$ cat src/ssr_pkg.sv
// Constants, state types and shared decode for the supply supervisor.
// Assumes a single 200 MHz clock feeding every user of this package.
package ssr_pkg;

   // ****************************************
   // Timing
   // ****************************************
   localparam int CLK_KHZ = 200_000;
   localparam int RST_TIMEOUT_MS = 200;
   localparam int WDT_TIMEOUT_MS = 1600;
   localparam int GRACE_US = 18;
   localparam int CNT_W = 29;
   localparam int GRACE_W = 12;
   localparam logic [CNT_W-1:0] RST_CYCLES = CNT_W'(RST_TIMEOUT_MS * CLK_KHZ);
   localparam logic [CNT_W-1:0] WDT_CYCLES = CNT_W'(WDT_TIMEOUT_MS * CLK_KHZ);
   localparam logic [GRACE_W-1:0] GRACE_CYCLES = GRACE_W'((GRACE_US * CLK_KHZ) / 1000);
   localparam logic [CNT_W-1:0] CNT_ZERO = 29'h0000_0000;
   localparam logic [CNT_W-1:0] CNT_ONE = 29'h0000_0001;
   localparam logic [GRACE_W-1:0] GRACE_ZERO = 12'h000;
   localparam logic [GRACE_W-1:0] GRACE_ONE = 12'h001;

   // ****************************************
   // Synchroniser lanes
   // ****************************************
   localparam int SYNC_W = 6;
   localparam int SYN_TRIP = 0;
   localparam int SYN_BACKUP = 1;
   localparam int SYN_LOW = 2;
   localparam int SYN_KICK = 3;
   localparam int SYN_FLOAT = 4;
   localparam int SYN_CS = 5;
   // Trip and chip-select idle in their safe level
   localparam logic [SYNC_W-1:0] SYNC_RST = 6'h21;

   // ****************************************
   // States
   // ****************************************
   typedef enum logic {RST_RUN, RST_HOLD} ssr_rst_state_e;
   typedef enum logic [1:0] {CS_SHUT, CS_PASS, CS_GRACE} ssr_cs_state_e;

   function automatic logic ssr_gate_open(input ssr_cs_state_e s);
      ssr_gate_open = (s == CS_PASS) || (s == CS_GRACE);
   endfunction

endpackage

$ cat src/ssr_sync.sv
// Two-flop synchroniser for a bundle of asynchronous levels.
// Assumes each lane is a slow level; no bus coherence between lanes.
`timescale 1ns/10ps
`default_nettype none

module ssr_sync #(
   parameter int WIDTH = 1,
   parameter logic [WIDTH-1:0] RESET_VAL = '0
)(
   // Clock and reset
   input wire logic clk_in,
   input wire logic rst_n_in,
   // Levels
   input wire logic [WIDTH-1:0] async_in,
   output logic [WIDTH-1:0] sync_out
);

   logic [WIDTH-1:0] meta;

   always_ff @(posedge clk_in or negedge rst_n_in)
   begin
      if (!rst_n_in)
      begin
         meta <= RESET_VAL;
         sync_out <= RESET_VAL;
      end
      else
      begin
         meta <= async_in;
         sync_out <= meta;
      end
   end

endmodule

`default_nettype wire

$ cat src/ssr_supervisor.sv
// Supply supervisor: timed reset, power-fail warning, supply select,
// and either a watchdog with active-high reset or a chip-select gate.
// Assumes comparator flags and pins are asynchronous levels.
//
// Contract
// - Supply below trip level forces reset outputs asserted.
// - Reset holds at least 200ms after its cause ends.
// - Dropping below trip during the hold restarts the timeout from zero.
// - Watchdog expiry starts the same timed reset.
// - In the watchdog variant active-high reset is the inverse of active-low reset; the gate variant holds it low.
// - Warning output goes low when the low-line flag trips.
// - Backup supply chosen only when below trip and below backup level.
// - Backup level above main supply never causes reset by itself.
// - Backup mode forces warning low, resets asserted, gated select high.
// - No watchdog edge for 1.6s starts a timed reset.
// - Watchdog timer cleared on reset and on any input edge.
// - Watchdog frozen at zero during reset, counts right after release.
// - Floating watchdog input disables it; processor toggles or leaves open.
// - Normal operation passes chip-select straight through the gate.
// - Chip-select path disabled while reset is asserted, except during the grace period.
// - Trip during an active select keeps the gate open up to 18us.
// - Select still low at grace end closes gate, output high.
// - Select raised during grace closes gate at once.
// - Closed gate stays high even if select falls again.
// - On power-up select stays isolated until reset release.
`timescale 1ns/10ps
`default_nettype none

module ssr_supervisor #(
   parameter bit WATCHDOG_VARIANT = 1'b1,
   parameter logic [ssr_pkg::CNT_W-1:0] RST_CYCLES_P = ssr_pkg::RST_CYCLES,
   parameter logic [ssr_pkg::CNT_W-1:0] WDT_CYCLES_P = ssr_pkg::WDT_CYCLES
)(
   // Clock and reset
   input wire logic clk_in,
   input wire logic rst_n_in,
   // Comparator flags
   input wire logic below_trip_in,
   input wire logic below_backup_in,
   input wire logic low_line_in,
   // Watchdog pin
   input wire logic watchdog_kick_in,
   input wire logic watchdog_float_in,
   // Chip-select pin
   input wire logic chip_select_n_in,
   // Reset, warning, supply select
   output logic reset_n_out,
   output logic reset_out,
   output logic power_fail_warning_n_out,
   output logic backup_select_out,
   // Pin status
   output logic watchdog_hiz_out,
   output logic chip_select_n_out,
   output logic chip_select_hiz_out
);

   import ssr_pkg::*;

   // ****************************************
   // Input synchronisers
   // ****************************************
   logic [SYNC_W-1:0] sync_q;
   logic trip_s;
   logic backup_s;
   logic low_s;
   logic kick_s;
   logic float_s;
   logic cs_n_s;

   ssr_sync #(
      .WIDTH(SYNC_W),
      .RESET_VAL(SYNC_RST)
   ) u_sync (
      .clk_in(clk_in),
      .rst_n_in(rst_n_in),
      .async_in({chip_select_n_in, watchdog_float_in, watchdog_kick_in,
                 low_line_in, below_backup_in, below_trip_in}),
      .sync_out(sync_q)
   );

   assign trip_s = sync_q[SYN_TRIP];
   assign backup_s = sync_q[SYN_BACKUP];
   assign low_s = sync_q[SYN_LOW];
   assign kick_s = sync_q[SYN_KICK];
   assign float_s = sync_q[SYN_FLOAT];
   assign cs_n_s = sync_q[SYN_CS];

   // ****************************************
   // Reset hold timer
   // ****************************************
   ssr_rst_state_e rst_state;
   logic [CNT_W-1:0] hold_cnt;
   logic wdt_expire;
   logic in_backup;
   logic enter_now;
   logic release_now;
   logic next_hold;

   assign in_backup = trip_s & backup_s;
   assign enter_now = (rst_state == RST_RUN) && (trip_s || wdt_expire);
   assign release_now = (rst_state == RST_HOLD) && !trip_s &&
                        (hold_cnt == RST_CYCLES_P - CNT_ONE);
   assign next_hold = enter_now || ((rst_state == RST_HOLD) && !release_now);

   always_ff @(posedge clk_in or negedge rst_n_in)
   begin
      if (!rst_n_in)
      begin
         rst_state <= RST_HOLD;
         hold_cnt <= CNT_ZERO;
      end
      else
      begin
         case (rst_state)
            RST_RUN:
            begin
               if (enter_now)
               begin
                  rst_state <= RST_HOLD;
               end
               hold_cnt <= CNT_ZERO;
            end
            RST_HOLD:
            begin
               if (trip_s)
               begin
                  hold_cnt <= CNT_ZERO;
               end
               else if (release_now)
               begin
                  rst_state <= RST_RUN;
                  hold_cnt <= CNT_ZERO;
               end
               else
               begin
                  hold_cnt <= hold_cnt + CNT_ONE;
               end
            end
            default:
            begin
               rst_state <= RST_HOLD;
               hold_cnt <= CNT_ZERO;
            end
         endcase
      end
   end

   // ****************************************
   // Reset, warning and supply outputs
   // ****************************************
   always_ff @(posedge clk_in or negedge rst_n_in)
   begin
      if (!rst_n_in)
      begin
         reset_n_out <= 1'b0;
         reset_out <= WATCHDOG_VARIANT;
         power_fail_warning_n_out <= 1'b0;
         backup_select_out <= 1'b0;
      end
      else
      begin
         reset_n_out <= ~next_hold;
         reset_out <= WATCHDOG_VARIANT & next_hold;
         power_fail_warning_n_out <= ~(low_s | in_backup);
         backup_select_out <= in_backup;
      end
   end

   // Cycles spent in reset since the cause went away
   logic [CNT_W-1:0] quiet_cnt;

   always_ff @(posedge clk_in or negedge rst_n_in)
   begin
      if (!rst_n_in)
      begin
         quiet_cnt <= CNT_ZERO;
      end
      else if (reset_n_out || trip_s)
      begin
         quiet_cnt <= CNT_ZERO;
      end
      else
      begin
         quiet_cnt <= quiet_cnt + CNT_ONE;
      end
   end

   chk_trip_resets: assert property (
      @(posedge clk_in) disable iff (!rst_n_in)
      trip_s |=> !reset_n_out)
      else $error("reset not asserted on trip");

   chk_hold_timeout: assert property (
      @(posedge clk_in) disable iff (!rst_n_in)
      $rose(reset_n_out) |-> (quiet_cnt == RST_CYCLES_P))
      else $error("reset released with wrong hold time");

   chk_no_spurious: assert property (
      @(posedge clk_in) disable iff (!rst_n_in)
      (!trip_s && reset_n_out && !wdt_expire) |=> reset_n_out)
      else $error("reset without trip or expiry");

   chk_supply_select: assert property (
      @(posedge clk_in) disable iff (!rst_n_in)
      in_backup |=> backup_select_out)
      else $error("supply select wrong");

   chk_main_select: assert property (
      @(posedge clk_in) disable iff (!rst_n_in)
      !in_backup |=> !backup_select_out)
      else $error("backup kept without cause");

   chk_warning_low: assert property (
      @(posedge clk_in) disable iff (!rst_n_in)
      (low_s || in_backup) |=> !power_fail_warning_n_out)
      else $error("warning not low");

   chk_backup_outputs: assert property (
      @(posedge clk_in) disable iff (!rst_n_in)
      backup_select_out |-> (!reset_n_out && !power_fail_warning_n_out))
      else $error("backup outputs wrong");

   cov_reset_release: cover property (
      @(posedge clk_in) disable iff (!rst_n_in)
      $rose(reset_n_out));

   cov_backup_entry: cover property (
      @(posedge clk_in) disable iff (!rst_n_in)
      $rose(backup_select_out));

   // ****************************************
   // Variant logic
   // ****************************************
   generate
      if (WATCHDOG_VARIANT)
      begin : g_wdt
         logic kick_prev;
         logic kick_edge;
         logic wdt_clear;
         logic [CNT_W-1:0] wdt_cnt;

         assign kick_edge = kick_s ^ kick_prev;
         assign wdt_clear = (rst_state == RST_HOLD) || kick_edge || float_s;
         assign wdt_expire = (rst_state == RST_RUN) && !wdt_clear &&
                             (wdt_cnt == WDT_CYCLES_P - CNT_ONE);

         always_ff @(posedge clk_in or negedge rst_n_in)
         begin
            if (!rst_n_in)
            begin
               kick_prev <= 1'b0;
               wdt_cnt <= CNT_ZERO;
               watchdog_hiz_out <= 1'b0;
            end
            else
            begin
               kick_prev <= kick_s;
               if (wdt_clear || wdt_expire)
               begin
                  wdt_cnt <= CNT_ZERO;
               end
               else
               begin
                  wdt_cnt <= wdt_cnt + CNT_ONE;
               end
               watchdog_hiz_out <= in_backup;
            end
         end

         always_ff @(posedge clk_in or negedge rst_n_in)
         begin
            if (!rst_n_in)
            begin
               chip_select_n_out <= 1'b1;
               chip_select_hiz_out <= 1'b1;
            end
            else
            begin
               chip_select_n_out <= 1'b1;
               chip_select_hiz_out <= 1'b1;
            end
         end

         chk_reset_inverse: assert property (
            @(posedge clk_in) disable iff (!rst_n_in)
            reset_out == !reset_n_out)
            else $error("reset outputs not inverse");

         chk_wdt_expiry: assert property (
            @(posedge clk_in) disable iff (!rst_n_in)
            wdt_expire |=> (!reset_n_out && reset_out && wdt_cnt == CNT_ZERO))
            else $error("expiry did not reset");

         chk_wdt_kick: assert property (
            @(posedge clk_in) disable iff (!rst_n_in)
            (kick_edge && reset_n_out) |=> (wdt_cnt == CNT_ZERO))
            else $error("kick did not clear timer");

         chk_wdt_frozen: assert property (
            @(posedge clk_in) disable iff (!rst_n_in)
            (rst_state == RST_HOLD) |=> (wdt_cnt == CNT_ZERO))
            else $error("timer counts in reset");

         chk_wdt_start: assert property (
            @(posedge clk_in) disable iff (!rst_n_in)
            ($rose(reset_n_out) && !kick_edge && !float_s) |=> (wdt_cnt == CNT_ONE))
            else $error("timer not counting after release");

         chk_wdt_disabled: assert property (
            @(posedge clk_in) disable iff (!rst_n_in)
            float_s |=> (wdt_cnt == CNT_ZERO))
            else $error("floating input did not disable");

         cov_wdt_expire: cover property (
            @(posedge clk_in) disable iff (!rst_n_in)
            wdt_expire);
      end
      else
      begin : g_cs
         ssr_cs_state_e cs_state;
         ssr_cs_state_e next_cs;
         logic [GRACE_W-1:0] grace_cnt;
         logic grace_end;

         assign wdt_expire = 1'b0;
         assign grace_end = (grace_cnt == GRACE_CYCLES - GRACE_ONE);

         always_comb
         begin
            next_cs = cs_state;
            case (cs_state)
               CS_SHUT:
               begin
                  if (!next_hold)
                  begin
                     next_cs = CS_PASS;
                  end
               end
               CS_PASS:
               begin
                  if (in_backup)
                  begin
                     next_cs = CS_SHUT;
                  end
                  else if (trip_s && !cs_n_s)
                  begin
                     next_cs = CS_GRACE;
                  end
                  else if (next_hold)
                  begin
                     next_cs = CS_SHUT;
                  end
               end
               CS_GRACE:
               begin
                  if (in_backup || cs_n_s || grace_end)
                  begin
                     next_cs = CS_SHUT;
                  end
               end
               default:
               begin
                  next_cs = CS_SHUT;
               end
            endcase
         end

         always_ff @(posedge clk_in or negedge rst_n_in)
         begin
            if (!rst_n_in)
            begin
               cs_state <= CS_SHUT;
               grace_cnt <= GRACE_ZERO;
            end
            else
            begin
               cs_state <= next_cs;
               if ((cs_state == CS_GRACE) && (next_cs == CS_GRACE))
               begin
                  grace_cnt <= grace_cnt + GRACE_ONE;
               end
               else
               begin
                  grace_cnt <= GRACE_ZERO;
               end
            end
         end

         always_ff @(posedge clk_in or negedge rst_n_in)
         begin
            if (!rst_n_in)
            begin
               chip_select_n_out <= 1'b1;
               chip_select_hiz_out <= 1'b1;
               watchdog_hiz_out <= 1'b1;
            end
            else
            begin
               chip_select_n_out <= ssr_gate_open(next_cs) ? cs_n_s : 1'b1;
               chip_select_hiz_out <= !ssr_gate_open(next_cs);
               watchdog_hiz_out <= 1'b1;
            end
         end

         chk_cs_pass: assert property (
            @(posedge clk_in) disable iff (!rst_n_in)
            (cs_state == CS_PASS && next_cs == CS_PASS) |=> (chip_select_n_out == $past(cs_n_s)))
            else $error("select not passed");

         chk_cs_shut: assert property (
            @(posedge clk_in) disable iff (!rst_n_in)
            (cs_state == CS_SHUT) |-> (chip_select_n_out && chip_select_hiz_out))
            else $error("closed gate not high");

         chk_cs_in_reset: assert property (
            @(posedge clk_in) disable iff (!rst_n_in)
            !reset_n_out |-> (cs_state != CS_PASS))
            else $error("gate passing during reset");

         chk_grace_entry: assert property (
            @(posedge clk_in) disable iff (!rst_n_in)
            (cs_state == CS_PASS && trip_s && !cs_n_s && !in_backup)
            |=> (cs_state == CS_GRACE && !chip_select_n_out))
            else $error("grace not entered");

         chk_grace_timeout: assert property (
            @(posedge clk_in) disable iff (!rst_n_in)
            (cs_state == CS_GRACE && grace_end) |=> (cs_state == CS_SHUT && chip_select_n_out))
            else $error("grace overran");

         chk_grace_release: assert property (
            @(posedge clk_in) disable iff (!rst_n_in)
            (cs_state == CS_GRACE && cs_n_s) |=> (cs_state == CS_SHUT && chip_select_n_out))
            else $error("gate not closed on select rise");

         chk_backup_gate: assert property (
            @(posedge clk_in) disable iff (!rst_n_in)
            backup_select_out |-> (chip_select_n_out && chip_select_hiz_out))
            else $error("gate open in backup");

         cov_grace_timeout: cover property (
            @(posedge clk_in) disable iff (!rst_n_in)
            cs_state == CS_GRACE && grace_end && !cs_n_s);
      end
   endgenerate

endmodule

`default_nettype wire

$ cat config.mk
export PLATFORM = sky130hd
export DESIGN_NAME = ssr_supervisor
export DESIGN_NICKNAME = d
export VERILOG_FILES = /design/src/ssr_pkg.sv /design/src/ssr_sync.sv /design/src/ssr_supervisor.sv
export SDC_FILE = /design/constraint.sdc
export NUM_CORES = 1
export LEC_CHECK = 0
export ABC_AREA = 1
export BUFFER_PORTS_ARGS = -buffer_cell sky130_fd_sc_hd__buf_2
export CAP_MARGIN = 20
export CORE_UTILIZATION = 40
export DETAILED_ROUTE_END_ITERATION = 8
export HOLD_SLACK_MARGIN = 0.05
export REMOVE_ABC_BUFFERS = 1
export SLEW_MARGIN = 10
export SYNTH_ARGS = -nofsm -noshare
export SYNTH_HDL_FRONTEND = slang
export SYNTH_SLANG_ARGS = --single-unit
$ cat constraint.sdc
create_clock -name clk_in -period 4 [get_ports clk_in]
set_input_delay 0.6 -clock clk_in [delete_from_list [all_inputs] [get_ports clk_in]]
set_output_delay 0.6 -clock clk_in [all_outputs]
set_load 0.02 [all_outputs]
=== Word level (Yosys, flattened, before mapping) ===
Index checks and enable logic that the tools add are counted.

* Bits in latches: 0
* Memories kept: 0
* Bits in writable memories: 0
* Bits of input ports: 8
* Memory bits (read-only): 0
* Register bits after elaboration: 74

* $lt $le $gt $ge: 0
* Reduce and logical (&&, ||, !) cells: 14
* Div/mod/pow operators: 0
* Multiply operators: 0
* Muxes and demuxes: 8
* Bitwise logic cells: 6
* Eq/ne operators: 2
* Shifts and indexed selects: 0
* Add/subtract/negate cells: 2

{| class="wikitable"
|+ Operators by type and width
! cell !! number
|-
| two-way mux 29 bit || 3
|-
| adder 29 x 1 -> 29 bit (second input constant) || 2
|-
| case mux 29 bit (2 select lines) || 1
|-
| equality test 29 x 26 -> 1 bit (second input constant) || 1
|-
| equality test 29 bit (second input constant) || 1
|-
| logical AND 1 bit || 6
|-
| logical OR 1 bit || 5
|-
| zero test 1 bit || 3
|-
| two-way mux 1 bit || 3
|-
| inverter 1 bit || 3
|-
| case mux 1 bit (2 select lines) || 1
|-
| AND 1 bit || 1
|-
| OR 1 bit || 1
|-
| XOR 1 bit || 1
|}

=== Longest topological paths before layout ===
Gate-level depths: netlist (run 1).

* Depth in word-level cells: 10
* Gate-level depth with buffers: 10

=== By module ===
From an unflattened synthesis (run 1), not the netlist that was laid out.

* Cells, all modules: 571
* Area total of the unflattened synthesis: 4161.5 um2

{| class="wikitable"
|+ By module, submodules not included
! module !! cells each !! area an instance (um2) !! instances
|-
| ssr_supervisor || 559 || 3856.2 || 1
|-
| ssr_sync || 12 || 305.3 || 1
|}

=== Worst setup path after synthesis (run 1) ===
Ideal clock, no wire load.

* Kind: register to register
* Start: reg g_wdt.wdt_cnt[0]
* End: reg g_wdt.wdt_cnt[24]
* Required time: 3.882 ns
* Data arrival time: 1.392 ns
* Period minus slack after synthesis: 1.510 ns
* Path buffers: 1
* Stages on the path, launching flop included: 10
* Slack: 2.490 ns
* Cell sequence: dfrtp_1 > ha_1 > nand2_2 > nor2_4 > nand2_4 > nor2_4 > nand2_2 > nand2_4 > buf_6 > nor2_1

* Longest elaborated chain between the ends: 4
* Elaborated cells on any way between the ends: 5
* Those cells by class: add/sub: 1; eq/ne: 1; mux: 1; reduce/logical: 2

{| class="wikitable"
|+ RTL lines
! element !! line !! text
|-
| start: declaration || ssr_supervisor.sv:240 || <nowiki>logic [CNT_W-1:0] wdt_cnt;</nowiki>
|-
| start signal: assignment || ssr_supervisor.sv:264 || <nowiki>wdt_cnt <= wdt_cnt + CNT_ONE;</nowiki>
|-
| parallel branches: the longest is 3 deep, another holds adder 29 x 1 -> 29 bit || -- ||
|-
| two-way mux 29 bit * || ssr_supervisor.sv:258 || <nowiki>if (wdt_clear || wdt_expire)</nowiki>
|}

Every way passes the cells marked *.

=== Final worst setup path (run 1) ===
* Start: reg hold_cnt[0]
* End: reg hold_cnt[2]

* Longest elaborated chain between the ends: 5
* Elaborated cells on any way between the ends: 6
* Those cells by class: add/sub: 1; eq/ne: 1; mux: 3; reduce/logical: 1

{| class="wikitable"
|+ RTL lines
! element !! line !! text
|-
| start: declaration || ssr_supervisor.sv:92 || <nowiki>logic [CNT_W-1:0] hold_cnt;</nowiki>
|-
| start signal: assignment || ssr_supervisor.sv:136 || <nowiki>hold_cnt <= hold_cnt + CNT_ONE;</nowiki>
|-
| parallel branches: the longest is 2 deep, another holds adder 29 x 1 -> 29 bit || -- ||
|-
| two-way mux 29 bit * || ssr_supervisor.sv:129 || <nowiki>else if (release_now)</nowiki>
|-
| two-way mux 29 bit * || ssr_supervisor.sv:125 || <nowiki>if (trip_s)</nowiki>
|-
| case mux 29 bit (2 select lines) * || ssr_supervisor.sv:114 || <nowiki>case (rst_state)</nowiki>
|}

Marks and branches as above.

==> flow_summary.json, run 1 <==
{
  "outcome": "finished, final reports clean",
  "maxCapViolCount": 0,
  "hold_viol": 0,
  "die_y_um": 103.4,
  "fmax_mhz": 505.6,
  "cts-resized-gates": 0,
  "path_delay_family": "simple AND/OR/NAND/NOR gates",
  "vias_per_cell": 4.838,
  "die_x_um": 103.4,
  "rows": 36,
  "async_reset_ff_share_pct": 100.0,
  "worstMarginPinSlew_ps": 914.4,
  "syn_inst": 569,
  "fin_tns_setup_ps": 0,
  "slowest_stage": "dfrtp_1",
  "avgSynthCellArea_um2": 7.221,
  "power.total_w": 0.001460,
  "fin_nets": 595,
  "dp_hpwl_mm": 6.671,
  "placed_area_um2": 4269,
  "timing.final.max_slew_violations": 0,
  "path_buf_inv": 0,
  "vias": 3493,
  "seq_area_frac_synth_pct": 45.19,
  "cts_sinks": 74,
  "skew_ps": 13.34,
  "clkLatencyLatePin_ps": 350,
  "cp_common_cell": "nand2_1",
  "worst_setup_path_start_kind": "register",
  "final_common_cell": "nand2_1",
  "post-route-util_pct": 45.48,
  "track_usage_pct": 18.82,
  "required_ps": 4250,
  "cp_max_fo": 25,
  "yosys-top-cells-area": "dfrtp_1 43%, nand2_1 14%, nor2_1 13%",
  "power_density_nw_per_um2": 325.4,
  "fin_area_um2": 4487,
  "setup_viol_count_final": 0,
  "drtAntennaViolNets": 0,
  "synth_edf_count": 0,
  "routedWlPerCell_um": 12.39,
  "area_delta_synth_final_pct": 9.196,
  "cts_buffer_depth": 2,
  "port_buffers": 11,
  "htreeDepth": 3,
  "first_global_vias": 3244,
  "arrival_ps": 2230,
  "diodes": 0,
  "end_kind": "register",
  "drtIter0Drc": 215,
  "path_class": "register to register",
  "p_leak_nw": 1.791,
  "path_cells": "ha_1 > nand2_1 > nor2_2 > nand2_2 > nor2_1 > nand2_1 > nand3_2 > nor3_1",
  "grt-ovfl-total": 0,
  "coreArea_um2": 9864,
  "synth_cell_types": 28,
  "synth.ff_latch_count": 74,
  "antenna_found_initial": 0,
  "max-vdd-ir-drop_mv": 0.2226,
  "cts_setup_buffers": 0,
  "wl_mm": 8.948,
  "finalWeightedCongestion": 0.9172,
  "grt_max_degree": 75,
  "syn_area_um2": 4109,
  "drcViolationCount": 0,
  "grt_pass1_wl_mm": 15.10,
  "rsz0062_at_grt": "no",
  "yosysTopAreaCell": "dfrtp_1",
  "num_io_pins": 15,
  "min_period_ps": 1978,
  "hold_class": "register to register",
  "drive_gt1_share_pct": 8.659,
  "initial_core_util_pct": 41.65,
  "ys.flop_type": "dfrtp_1",
  "layout_common_cells": "156 x nand2_1, 142 x nor2_1, 70 x dfrtp_1",
  "cts_root_buf": "clkbuf_8",
  "clk_pin_slew_ps": 80,
  "critPathMaxStageDelay_ps": 430,
  "tritoncts.num_buffers": 9,
  "cts_tree": "done",
  "die_area_um2": 10680,
  "drt_pass1_iterations": 5,
  "yosysTopAreaCellShare_pct": 42.63,
  "fin_crit_sh_pct": 49.45,
  "hold_buffers": 0,
  "ys_warn_count": 0,
  "relSlewSlack_pct": 39.04
}
## metal layers
metal	vias to the layer above	track usage [%]	wire length [um]
met5	-	0	0
met4	0	6.826	169
met1	1613	26.17	4477
met2	80	28.78	3928
li1	1785	-	-
met3	15	4.167	374
## per-stage QoR
stage	cells	worst slack, ps	hold WS [ps]
floorplan	563	2405	304.4
global placement	707	2010	334.3
detailed placement	707	1988	339.5
CTS	722	1971	331.6
global route	722	1747	334.6
finish	722	2022	349.8
## final timing paths
path	from	end	slack, ps	cells past startpoint
min in group asynchronous	rst_n_in	hold_cnt[21]	370	1
worst max-delay path	hold_cnt[0]	hold_cnt[2]	2020	8
worst min register to register	u_sync.meta[4]	u_sync.sync_out[4]	350	0
worst min-delay path	u_sync.meta[4]	u_sync.sync_out[4]	350	0
max in group asynchronous	rst_n_in	u_sync.sync_out[1]	3010	1
worst max register to register	hold_cnt[0]	hold_cnt[2]	2020	8
## sequential cells by signal, indices dropped and copies added (netlist names)
register	count
reset_out	1
rst_state	1
hold_cnt	29
g_wdt.kick_prev	1
reset_n_out	1
g_wdt.wdt_cnt	29
u_sync.sync_out	5
u_sync.meta	5
watchdog_hiz_out	1
power_fail_warning_n_out	1
## cells in the mapped netlist, types with 5 or more instances
cell type,number
nand2_1,156
nor2_1,142
dfrtp_1,70
inv_1,63
nand3_1,33
nor3_1,24
xor2_1,11
nand4_1,10
xnor2_1,9
nor2_2,6
a21oi_1,5
## power breakdown
group / switching (W) / total, W / internal [W]
Clock: 0.000273 / 0.000640 / 0.000366
Sequential: 0.00000725 / 0.000769 / 0.000762
Combinational: 0.0000400 / 0.0000507 / 0.0000107
Total: 0.000321 / 0.00146 / 0.00114
## cell families after synthesis
kind of cell,count (synthesis),synth area share [%]
AND/OR/NAND/NOR,389,40.77
flip-flops,74,45.19
buffers and inverters,70,7.399
XOR/XNOR,20,4.263
AO/OA/AOI/OAI,13,1.675
adder cells (fa/ha/maj),2,0.6089
other,1,0.09126
## layout make-up
| cell class | instances | area [um2] |
|---|---|---|
| flip-flops and latches | 74 | 1857 |
| fillers | 1011 | 5378 |
| clock buffers | 11 | 141.4 |
| inverters | 63 | 236.5 |
| clock inverters | 4 | 76.32 |
| well taps | 133 | 166.4 |
| multi-input cells | 426 | 1952 |
| repair buffers | 11 | 57.56 |
Power figures use the tool's default switching activity.
==> inputs of run 2 (changes only) <==
Settings changed: ABC_AREA 1 to 0.
Clock period 4 ns to 2.03 ns, I/O delays scaled along.
==> run 2 against run 1 <==
Compared with the run above: power rose by 84%; combinational power rose by 86%; clock-buffer cell count fell by 2; synthesized cell count fell by 34%.
==> flow_summary.json, run 2 <==
{
  "synthAdderAreaFrac_pct": 0.6636,
  "port_buffers": 11,
  "cts_root_buf": "clkbuf_8",
  "drtIter0Drc": 121,
  "combPwrFrac_pct": 3.5,
  "wl_met1_mm": 3.960,
  "cts_sinks": 74,
  "hold_class": "register to register",
  "die_y_um": 99.10,
  "htreeDepth": 3,
  "min_from": "u_sync.meta[4]",
  "cellInternalPower_w": 0.001990,
  "arrival_ps": 2210,
  "min_period_ps": 1947,
  "min_to": "u_sync.sync_out[4]",
  "die_area_um2": 9820,
  "wl_met3_um": 233,
  "placedCellCount": 506,
  "power.total_w": 0.002687,
  "area_delta_synth_final_pct": 17.32,
  "ys.flop_type": "dfrtp_1",
  "yosys-top-cells-area": "dfrtp_1 46%, xor2_1 3.9%, nand3_1 3.7%",
  "path_class": "register to register",
  "skew_ps": 11.08,
  "hold_depth": 0,
  "clkLatencyLatePin_ps": 350,
  "reg2reg_depth": 4,
  "fmax_mhz": 513.6,
  "cts_buffer_depth": 2,
  "first_global_vias": 3083,
  "fin_ws_ps": 83.11,
  "clk_pin_slew_ps": 90,
  "pre_cts_ws_ps": 2.263,
  "yosysMostFrequentCell": "dfrtp_1",
  "post-route-util_pct": 48.11,
  "synth_top_family_by_area": "simple AND/OR/NAND/NOR gates",
  "grt-ovfl-total": 0,
  "p_leak_nw": 1.687,
  "pwr-share-clk_pct": 40.5,
  "dp_hpwl_mm": 5.672,
  "power_switching_w": 0.0006970,
  "worst_setup_path_start_kind": "register",
  "grt_pass1_wl_mm": 14.61,
  "rsz0062_at_grt": "yes",
  "antenna_found_initial": 0,
  "max-vdd-ir-drop_mv": 0.3371,
  "die_x_um": 99.10,
  "drtAntennaViolNets": 0,
  "p_seq_share_pct": 56.0,
  "fin_tns_setup_ps": 0,
  "synth_edf_count": 0,
  "syn_area_um2": 3771,
  "yosysTopAreaCell": "dfrtp_1",
  "grt_max_degree": 52,
  "setup_viol_count_final": 0,
  "wl_met2_mm": 4.162,
  "seq_area_frac_synth_pct": 49.24,
  "synth_xor_area_share_pct": 5.342,
  "drcViolationCount": 0,
  "reg_top3": "g_wdt.wdt_cnt: 29 flops, hold_cnt: 29 flops",
  "rows": 35,
  "initial_core_util_pct": 41.01,
  "fillers": 887,
  "drive_gt1_share_pct": 21.38,
  "coreArea_um2": 9196,
  "finalWeightedCongestion": 0.7763,
  "synth-compound-area-share_pct": 12.41,
  "layout_common_cells": "69 x dfrtp_1, 36 x buf_4, 27 x nand3_1",
  "maxCapViolCount": 0,
  "async_reset_ff_share_pct": 100.0,
  "r2r_start": "g_wdt.wdt_cnt[21]",
  "rrSetupSlack_ps": 80,
  "yosysTopAreaCellShare_pct": 46.45,
  "synth.ff_latch_count": 74,
  "r2r-end": "g_wdt.wdt_cnt[28]",
  "vias": 3097,
  "synth-simple-area-share_pct": 27.37,
  "diodes": 0,
  "drt_pass1_iterations": 4,
  "hold_viol": 0,
  "cp_max_fo": 5,
  "num_io_pins": 15,
  "final_cell_count_no_fill": 532,
  "fin_nets": 426,
  "power_density_nw_per_um2": 607.4,
  "ys_warn_count": 0,
  "synth.area.mux_share_pct": 0.5309,
  "syn_inst": 373,
  "avgSynthCellArea_um2": 10.11,
  "timing.final.max_slew_violations": 0,
  "dr.max_layer_used": "met4",
  "cts_tree": "done",
  "routedWlPerCell_um": 15.87,
  "wl_mm": 8.441,
  "required_ps": 2290,
  "vias_per_cell": 5.821,
  "tritoncts.num_buffers": 9,
  "fin_crit_sh_pct": 95.91,
  "outcome": "finished, final reports clean",
  "final_common_cell": "dfrtp_1",
  "synth_cell_types": 50,
  "track_usage_pct": 18.84,
  "sw_frac_of_total_pct": 25.94,
  "end_kind": "register",
  "synthTopCellsByCount": "70 x dfrtp_1, 28 x nand3_1, 24 x nand2_1"
}
==> run 2: critical path: stages, from the launching register on <==
cell and delay, ps:
dfrtp_1 430, nand4_4 120, or4_4 590, or4_1 500, a211oi_2 230
==> run 2: final cells by class <==
cell class / instances / area (um2) / share of cell area (%)
repair buffers: 54 / 420.4 / 9.502
well taps: 111 / 138.9 / 3.139
multi-input cells: 273 / 1808 / 40.87
flip-flops and latches: 74 / 1858 / 42.00
clock buffers: 9 / 123.9 / 2.800
clock inverters: 7 / 60.06 / 1.357
inverters: 4 / 15.01 / 0.3394
==> run 2: logic make-up (layout without fill, tap and decap cells) <==
group           Yosys count  count (layout)
simple gates            177             178
flops                    74              74
compound gates           66              66
buf+inv                  28              74
xor+xnor                 23              23
fa+ha+maj                 2               2
mux                       2               2
other cells               1               2
==> run 2: repair_timing <==
| item | CTS | global route |
|---|---|---|
| setup buffers | 0 | 3 |
| gates cloned | 0 | 1 |
| pin swaps | 0 | 4 |
| hold buffers | 6 | 0 |
| endpoints found under the hold margin | 27 | 0 |
| resized for setup | 1 | 8 |
| endpoints found under the setup margin | 5 | 10 |
==> run 2: stage by stage <==
step                instance area (um2)  hold WS, ps
floorplan                          3626        8.909
global placement                   4103        233.5
detailed placement                 4103        233.1
CTS                                4350        348.4
global route                       4424        357.0
finish                             4424        344.0
==> run 2: per-layer routing <==
metal  vias to the layer above  track usage (%)
met1                      1538            23.63
met4                         0            7.692
li1                       1506                -
met2                        46            31.95
met3                         7            3.795
met5                         -                0
==> run 2: power by group through the flow <==
stage | clock network, W | registers [W] | logic, W
after CTS | 0.00113 | 0.00150 | 0.0000986
after floorplan | 0 | 0.00153 | 0.0000243
final | 0.00109 | 0.00150 | 0.0000943
after global placement | 0 | 0.00153 | 0.0000881
after global routing | 0.00118 | 0.00151 | 0.000108
after detailed placement | 0 | 0.00153 | 0.0000892
==> run 2: how the worst max path moves through the flow <==
stage / start / endpoint / slack (ps)
5_1_grt: g_wdt.wdt_cnt[21] / g_wdt.wdt_cnt[27] / -3
3_5_place_dp: g_wdt.wdt_cnt[18] / g_wdt.wdt_cnt[28] / 2
4_1_cts: g_wdt.wdt_cnt[18] / g_wdt.wdt_cnt[18] / 50
3_3_place_gp: g_wdt.wdt_cnt[21] / g_wdt.wdt_cnt[25] / 40
6_report: g_wdt.wdt_cnt[21] / g_wdt.wdt_cnt[28] / 80
2_1_floorplan: g_wdt.wdt_cnt[18] / g_wdt.wdt_cnt[1] / -330
